### config.mk
export PLATFORM = sky130hd
export DESIGN_NAME = vpw_link_host_registers
export DESIGN_NICKNAME = d
export VERILOG_FILES = /design/src/vpw_pkg.sv /design/src/vpw_link_host_registers.sv
export SDC_FILE = /design/constraint.sdc
export NUM_CORES = 1
export LEC_CHECK = 0
export ABC_AREA = 1
export BUFFER_PORTS_ARGS = -buffer_cell sky130_fd_sc_hd__clkbuf_2
export CAP_MARGIN = 20
export CELL_PAD_IN_SITES_DETAIL_PLACEMENT = 1
export CELL_PAD_IN_SITES_GLOBAL_PLACEMENT = 1
export CORE_UTILIZATION = 40
export DETAILED_ROUTE_END_ITERATION = 8
export PLACE_DENSITY_LB_ADDON = 0.05
export SKIP_CTS_REPAIR_TIMING = 1
export SLEW_MARGIN = 40
export SYNTH_ARGS = -nofsm -noshare
export SYNTH_HDL_FRONTEND = slang
export SYNTH_SLANG_ARGS = --single-unit
### constraint.sdc
create_clock -name core_clk -period 1.5 [get_ports core_clk]
set_input_delay 0.225 -clock core_clk [delete_from_list [all_inputs] [get_ports core_clk]]
set_output_delay 0.225 -clock core_clk [all_outputs]
set_load 0.1 [all_outputs]
### src/vpw_pkg.sv
// register map, field layout, reset values and carriers of the vpw link register bank
package vpw_pkg;

	////////////////////////////////////////////////////////////////////////
	// register addresses
	localparam logic [2:0] ADDR_DELAY = 3'h0;
	localparam logic [2:0] ADDR_CTL1 = 3'h1;
	localparam logic [2:0] ADDR_CTL2 = 3'h2;
	localparam logic [2:0] ADDR_STAT = 3'h3;
	localparam logic [2:0] ADDR_CLR = 3'h4;
	localparam logic [2:0] ADDR_IEN = 3'h5;

	////////////////////////////////////////////////////////////////////////
	// field positions
	localparam int unsigned ONCHIP_BIT = 7;
	localparam int unsigned TRUEPOL_BIT = 6;
	localparam int unsigned IGNORE_BIT = 7;
	localparam int unsigned SYMCLK_BIT = 6;
	localparam int unsigned RATE_HI_BIT = 5;
	localparam int unsigned RATE_LO_BIT = 4;
	localparam int unsigned IE_BIT = 1;
	localparam int unsigned WAITSTOP_BIT = 0;
	localparam int unsigned LOOP_BIT = 7;
	localparam int unsigned WAKE_BIT = 4;
	localparam int unsigned N_EVT = 5;

	////////////////////////////////////////////////////////////////////////
	// reset values and write masks
	localparam logic [7:0] DELAY_RESET = 8'h47;
	localparam logic [7:0] DELAY_WMASK = 8'hcf;
	localparam logic [7:0] CTL1_RESET = 8'h80;
	localparam logic [7:0] CTL1_WMASK = 8'hf3;
	localparam logic [7:0] CTL2_RESET = 8'h80;
	localparam logic [N_EVT-1:0] PROTO_EVT_MASK = 5'h0f;

	////////////////////////////////////////////////////////////////////////
	// timing: delay code base, idle times counted in link timing ticks
	localparam logic [4:0] DELAY_BASE_US = 5'h09;
	localparam logic [9:0] TICKS_PER_US = 10'h001;
	localparam logic [9:0] EOF_IDLE_US = 10'h0c8;
	localparam logic [9:0] IFS_IDLE_US = 10'h0fa;
	localparam logic [9:0] EOF_IDLE_TICKS = 10'(EOF_IDLE_US * TICKS_PER_US);
	localparam logic [9:0] IFS_IDLE_TICKS = 10'(IFS_IDLE_US * TICKS_PER_US);
	localparam logic [9:0] IDLE_CNT_MAX = 10'h3ff;

	////////////////////////////////////////////////////////////////////////
	// carriers
	typedef struct packed {
		logic [2:0] addr;
		logic [7:0] wdata;
		logic wr;
		logic rd;
	} vpw_req_s;

	typedef struct packed {
		logic [7:0] delayCfg;
		logic delayLocked;
		logic [7:0] ctl1;
		logic rateLocked;
		logic [7:0] ctl2;
		logic [N_EVT-1:0] status;
		logic [N_EVT-1:0] irqEn;
		logic [7:0] rdData;
		logic rxS1;
		logic rxS2;
		logic rxPrev;
		logic [2:0] divCnt;
		logic tick;
		logic [9:0] idleCnt;
		logic rxOk;
		logic txOk;
		logic fsmRst;
	} vpw_state_s;

	localparam vpw_state_s ST_RESET = '{
		delayCfg: DELAY_RESET,
		ctl1: CTL1_RESET,
		ctl2: CTL2_RESET,
		default: '0
	};

endpackage

### src/vpw_link_host_registers.sv
// control register bank of the vpw byte data link controller
//
// Summary of operation
// - delay register takes only the first write after reset, always readable
// - delay compensation resets to 16 us, adjustable 9 to 24 us
// - four-bit offset code: 0000 is 9 us, plus one us per step
// - polarity bit 1 passes receive input, 0 inverts it
// - ignore bit disables receiver, masks interrupts, holds status at reset
// - start-of-frame or break clears ignore bit, interrupts then resume
// - symbol clock bit: 1 binary 1.048576 MHz, 0 integer 1 MHz
// - rate bits divide crystal clock by 1, 2, 4 or 8
// - rate bits take only the first write after reset
// - interrupt enable gates run-mode requests, not wake-up requests
// - request holds until sources cleared; clearing enable may drop pending
// - wait clock bit 1 stops internal clocks in cpu wait
// - loopback set: receiver sees drive stage input, bus not driven
// - after loopback clears, drive only after required idle bus time
//
// Implementation choices: the placing of the registers and the address-and-strobe port.
`timescale 1ns/1ps
module vpw_link_host_registers (
	input wire logic core_clk, // 40 MHz core clock
	input wire logic sys_rst, // synchronous reset, high
	input wire vpw_pkg::vpw_req_s req, // register request
	output logic [7:0] regRdata, // read data, cycle after read
	input wire logic rxPin, // receive pin from transceiver
	input wire logic txFromCore, // transmit level from protocol logic
	input wire logic sofSeen, // start-of-frame received pulse
	input wire logic breakSeen, // break symbol received pulse
	input wire logic [3:0] protoEvt, // protocol event pulses
	input wire logic cpuWait, // cpu in wait mode
	input wire logic cpuStop, // cpu in stop mode
	output logic rxToCore, // receive level to protocol logic
	output logic rxEnable, // receiver enabled
	output logic txPin, // drive level to transceiver
	output logic busDriveEn, // bus may be driven
	output logic rxQualified, // reception allowed after idle
	output logic fsmReset, // protocol state reset pulse
	output logic [4:0] delayUs, // expected transceiver delay in us
	output logic onchipSel, // on-chip transceiver select
	output logic rxTruePol, // receive polarity true
	output logic symClkBinary, // binary symbol clock assumed
	output logic [1:0] rateSel, // crystal clock divider code
	output logic linkTick, // link timing clock enable pulse
	output logic clkRun, // internal clocks running
	output logic irq // interrupt request level
);
	import vpw_pkg::*;

	////////////////////////////////////////////////////////////////////////
	// helpers

	function automatic logic [2:0] div_last(input logic [1:0] rate);
		logic [2:0] r;
		r = 3'h0;
		unique case (rate)
			2'h0: r = 3'h0;
			2'h1: r = 3'h1;
			2'h2: r = 3'h3;
			2'h3: r = 3'h7;
		endcase
		return r;
	endfunction

	vpw_state_s stQ;
	vpw_state_s stD;
	logic wrDelay;
	logic wrCtl1;
	logic wrCtl2;
	logic wrClr;
	logic wrIen;
	logic loopback;
	logic ignoreMsg;
	logic rxTrue;
	logic sleeping;
	logic [N_EVT-1:0] evtSet;
	logic [7:0] ctl1New;

	assign wrDelay = req.wr && (req.addr == ADDR_DELAY);
	assign wrCtl1 = req.wr && (req.addr == ADDR_CTL1);
	assign wrCtl2 = req.wr && (req.addr == ADDR_CTL2);
	assign wrClr = req.wr && (req.addr == ADDR_CLR);
	assign wrIen = req.wr && (req.addr == ADDR_IEN);
	assign loopback = stQ.ctl2[LOOP_BIT];
	assign ignoreMsg = stQ.ctl1[IGNORE_BIT];
	// inverting transceivers are undone here so the core sees true bus level
	assign rxTrue = stQ.delayCfg[TRUEPOL_BIT] ? stQ.rxS2 : ~stQ.rxS2;
	assign sleeping = cpuStop || cpuWait;

	////////////////////////////////////////////////////////////////////////
	// next state

	always_comb begin
		stD = stQ;
		stD.rxS1 = rxPin;
		stD.rxS2 = stQ.rxS1;
		stD.rxPrev = stQ.rxS2;
		stD.fsmRst = 1'b0;
		stD.tick = 1'b0;
		stD.rdData = 8'h00;
		ctl1New = stQ.ctl1;
		evtSet = '0;

		// prescaler stops with the internal clocks
		if (clkRun) begin
			if (stQ.divCnt >= div_last(rateSel)) begin
				stD.divCnt = 3'h0;
				stD.tick = 1'b1;
			end else begin
				stD.divCnt = stQ.divCnt + 3'h1;
			end
		end

		// whole register freezes after its first write
		if (wrDelay && !stQ.delayLocked) begin
			stD.delayCfg = req.wdata & DELAY_WMASK;
			stD.delayLocked = 1'b1;
		end

		if (wrCtl1) begin
			ctl1New = req.wdata & CTL1_WMASK;
			if (stQ.rateLocked) begin
				ctl1New[RATE_HI_BIT] = stQ.ctl1[RATE_HI_BIT];
				ctl1New[RATE_LO_BIT] = stQ.ctl1[RATE_LO_BIT];
			end
			stD.ctl1 = ctl1New;
			stD.rateLocked = 1'b1;
		end
		// frame start beats a same-cycle software set, so no frame is missed
		if (sofSeen || breakSeen) begin
			stD.ctl1[IGNORE_BIT] = 1'b0;
		end

		if (wrCtl2) begin
			stD.ctl2 = req.wdata;
			if (req.wdata[LOOP_BIT] && !loopback) begin
				stD.fsmRst = 1'b1;
			end
		end

		if (wrIen) begin
			stD.irqEn = req.wdata[N_EVT-1:0];
		end

		// sticky status: set wins over the clear
		evtSet[3:0] = protoEvt;
		evtSet[WAKE_BIT] = sleeping && (stQ.rxS2 != stQ.rxPrev);
		if (wrClr) begin
			stD.status = stQ.status & ~req.wdata[N_EVT-1:0];
		end
		stD.status = stD.status | evtSet;
		// dropping enable discards pending run-mode requests
		if (wrCtl1 && stQ.ctl1[IE_BIT] && !req.wdata[IE_BIT]) begin
			stD.status = stD.status & ~PROTO_EVT_MASK;
		end
		// also cleared on the edge that sets the bit, so status never shows while ignoring
		if (ignoreMsg || stD.ctl1[IGNORE_BIT]) begin
			stD.status = '0;
		end

		// idle qualification after loopback is released
		if (loopback) begin
			stD.idleCnt = 10'h000;
			stD.rxOk = 1'b0;
			stD.txOk = 1'b0;
		end else if (!(stQ.rxOk && stQ.txOk)) begin
			if (rxTrue) begin
				stD.idleCnt = 10'h000;
			end else if (linkTick && (stQ.idleCnt != IDLE_CNT_MAX)) begin
				stD.idleCnt = stQ.idleCnt + 10'h001;
			end
			if (stQ.idleCnt >= EOF_IDLE_TICKS) begin
				stD.rxOk = 1'b1;
			end
			if (stQ.idleCnt >= IFS_IDLE_TICKS) begin
				stD.txOk = 1'b1;
			end
		end

		// read data stands only in the cycle after the strobe
		if (req.rd) begin
			unique case (req.addr)
				ADDR_DELAY: stD.rdData = stQ.delayCfg;
				ADDR_CTL1: stD.rdData = stQ.ctl1;
				ADDR_CTL2: stD.rdData = stQ.ctl2;
				ADDR_STAT: stD.rdData = {3'h0, stQ.status};
				ADDR_IEN: stD.rdData = {3'h0, stQ.irqEn};
				default: stD.rdData = 8'h00;
			endcase
		end
	end

	always_ff @(posedge core_clk) begin
		if (sys_rst) begin
			stQ <= ST_RESET;
		end else begin
			stQ <= stD;
		end
	end

	////////////////////////////////////////////////////////////////////////
	// outputs

	assign regRdata = stQ.rdData;
	assign delayUs = DELAY_BASE_US + {1'b0, stQ.delayCfg[3:0]};
	// only passed on; software must keep it clear
	assign onchipSel = stQ.delayCfg[ONCHIP_BIT];
	assign rxTruePol = stQ.delayCfg[TRUEPOL_BIT];
	assign symClkBinary = stQ.ctl1[SYMCLK_BIT];
	assign rateSel = {stQ.ctl1[RATE_HI_BIT], stQ.ctl1[RATE_LO_BIT]};
	assign clkRun = !(cpuWait && stQ.ctl1[WAITSTOP_BIT]);
	assign linkTick = stQ.tick && clkRun;
	assign rxEnable = !ignoreMsg;
	assign rxToCore = loopback ? txFromCore : rxTrue;
	assign busDriveEn = !loopback && stQ.txOk;
	assign txPin = busDriveEn && txFromCore;
	assign rxQualified = !loopback && stQ.rxOk;
	assign fsmReset = stQ.fsmRst;
	// wake-up requests bypass the run-mode enable
	assign irq = !ignoreMsg && (
		(stQ.ctl1[IE_BIT] && |(stQ.status[3:0] & stQ.irqEn[3:0])) ||
		(stQ.status[WAKE_BIT] && stQ.irqEn[WAKE_BIT]));
endmodule

==> metrics <==
vias per inst 4.99; Crit path arrival time 1300 ps; most common cell in the netlist nand2_1; initial antenna violation count 0; Fin Hold WS about 74 ps; H-tree depth 3; worst setup skew after layout 8.05 ps; CTS Buf Count 9; CTS tree built; CP Capture Type output pin; first-pass GRT wire length around 14,000 um; Bufs on Longest Clock Path 2; Core Region approximately 7000 um^2; per-cell routed wire length ~15 um; dominant cells by area after synthesis dfxtp_1, nand2_1, inv_1, nor2_1, a21oi_1; gpl congestion between 0.8 and 0.9; Seq cells post-synth 60; Post-Synth XOR/XNOR Area 0.0143; peak supply drop 0.656 mV; final net count 514; DRC viols 0; final critical-path required period 1520 ps; gr usage total 0.240; Syn Inst Count 417; Synth Flop Type dfxtp_1; RSZ-0062 raised after global routing true; total gr overflow 0; Critical R2R Launch rateSel[1]$_SDFFE_PP0P_; Avg Cell Area, Syn 7.16 um^2; syn_nets 449; worst path required time roughly 1300 ps; final setup fails 2; post-layout util 0.560; Max FO, Critical Path 3; run status complete, but fails checks; Final WS setup -23.6 ps; area fraction of the dominant cell type after synthesis 0.403; diode count 0; post-synth top area cell dfxtp_1; post-route ant nets 0; main combinational cell family by area after synthesis simple AND/OR/NAND/NOR gates; flop2flop setup slack about 50 ps; post-synthesis sequential area ratio 0.403; P_leak 1.74 nW; FP Rows 31; Post-DP HPWL 6590 um; failing checks negative setup slack; slew margin rel. 0.634; Hold Path Class input pin to register; Hold Fails Final Rpt 0; vias in the first global route 3,029; fraction of registers with async set/reset 0; Die H 88.4 um; setup TNS -46.8 ps; top post-synthesis cells by count nand2_1, dfxtp_1, inv_1, nor2_1, a21oi_1; initial DRC count 72; Post-Synth Adder-Cell Area 0.0294; r2r endpoint stQ[14]$_SDFFE_PP0N_; Initial DRT Pass Iterations 4; YS warnings 0; CP Launch Type register; routed vias approximately 3,000; crit path kind register to output pin; Pins Over Slew Limit 0; Crit. Startpoint stD[17]$_SDFF_PP0_; worst-margin pin slew approximately 550 ps; Peak Freq ~660 MHz; Syn Std Cell Area 2980 um^2; post-synthesis compound-gate area fraction 0.156; post-synthesis mux area share 0; Worst-path clk slew 70 ps; WHS Path Cells 3; total power per unit cell area 1040 nW/um^2; WL final 8910 um; Die Area 7810 um^2; worst skew pair latency 340 ps; Post-DP Area about 3600 um^2; PortBufs 51; Syn-to-layout area delta 35.4%; Netlist cell types 33; clock root buffer clkbuf_8; EDFF count, synth 0; DIE WIDTH 88.4 um; crit path capture rxToCore; simple-gate area share of the yosys netlist 0.275; Final Cycle Share 1.02; worst-case reg-to-reg path depth 7; largest net degree at the start of global routing 19; Max Cap Viol 0; Top-Level Pins 52; Starting Density 0.414; share of cells above drive strength 1 0.347; fin area 4040 um^2; clock sinks 60
logic make-up after synthesis:
| group | count (synthesis) |
|---|---|
| xor gates and xnor gates | 4 |
| buffers and inverters | 83 |
| AOI/OAI and AO/OA | 85 |
| and+or+nand+nor | 178 |
| DFF | 60 |
| adders and majority gates | 7 |
layout by cell type (no fill, tap or decap), drive strengths merged:
| master | n |
|---|---|
| bufinv | 3 |
| and3 | 1 |
| o22ai | 10 |
| o221ai | 1 |
| o211ai | 4 |
| nor3 | 8 |
| inv | 66 |
| clkinvlp | 1 |
| dfxtp | 60 |
| xor2 | 3 |
| ha | 7 |
| nand3 | 28 |
| buf | 32 |
| nand2 | 87 |
| xnor2 | 1 |
| a211oi | 1 |
| clkinv | 1 |
| a21oi | 37 |
| o31ai | 1 |
| o21ai | 29 |
| nor2 | 55 |
| a31oi | 2 |
| clkbuf | 49 |
worst min path at each step:
stage	end	slack, ps	startpoint
4_1_cts	stD[18]$_SDFF_PP0_	60	rxPin
5_1_grt	stD[18]$_SDFF_PP0_	90	rxPin
6_report	stD[18]$_SDFF_PP0_	70	rxPin
3_5_place_dp	stD[17]$_SDFF_PP0_	410	stD[18]$_SDFF_PP0_
3_3_place_gp	stD[17]$_SDFF_PP0_	390	stD[18]$_SDFF_PP0_
2_1_floorplan	stD[18]$_SDFF_PP0_	330	rxPin
layer usage:
metal,track usage,up-vias,share of wire
met5,0,-,0
met4,0.0953,0,0.019
met3,0.0336,16,0.026
met2,0.435,51,0.54
met1,0.285,1396,0.42
li1,-,1462,-
worst max-delay path, stage by stage, from the launching register on:
cell     delay (ps)
dfxtp_2         350
xnor2_2         210
inv_2            80
o21ai_4         140
buf_12          190
area by class of cell:
type,count,area (um^2)
multi-input combinational,275,1630
inverter,67,258
timing repair buffer,69,551
clock buffer,12,155
sequential,60,1220
tap,99,124
clock inverter,4,95.1
fill,952,3170
registers in the layout, summed over array words and instances (netlist names):
| register | flops |
|---|---|
| loopback | 1 |
| onchipSel | 1 |
| stQ | 42 |
| stD | 2 |
| ignoreMsg | 1 |
| fsmReset | 1 |
| rxTruePol | 1 |
| symClkBinary | 1 |
| rateSel | 2 |
| regRdata | 8 |
power breakdown:
| group | switching, mW | leakage, nW | internal (mW) |
|---|---|---|---|
| Sequential | 0.0316 | 0.491 | 1.64 |
| Clock | 0.660 | 0.127 | 1.19 |
| Combinational | 0.461 | 1.12 | 0.214 |
| Total | 1.15 | 1.74 | 3.04 |
per-stage QoR:
step | cells | setup WS [ps] | total power [mW]
final | 586 | -23.6 | 4.20
after global routing | 586 | -91.6 | 4.36
after CTS | 581 | -187 | 4.19
after detailed placement | 565 | 10.9 | 2.34
after global placement | 565 | 87.8 | 2.33
after floorplan | 417 | -367 | 2.14
Note: power is estimated with default switching activity, not from simulation.
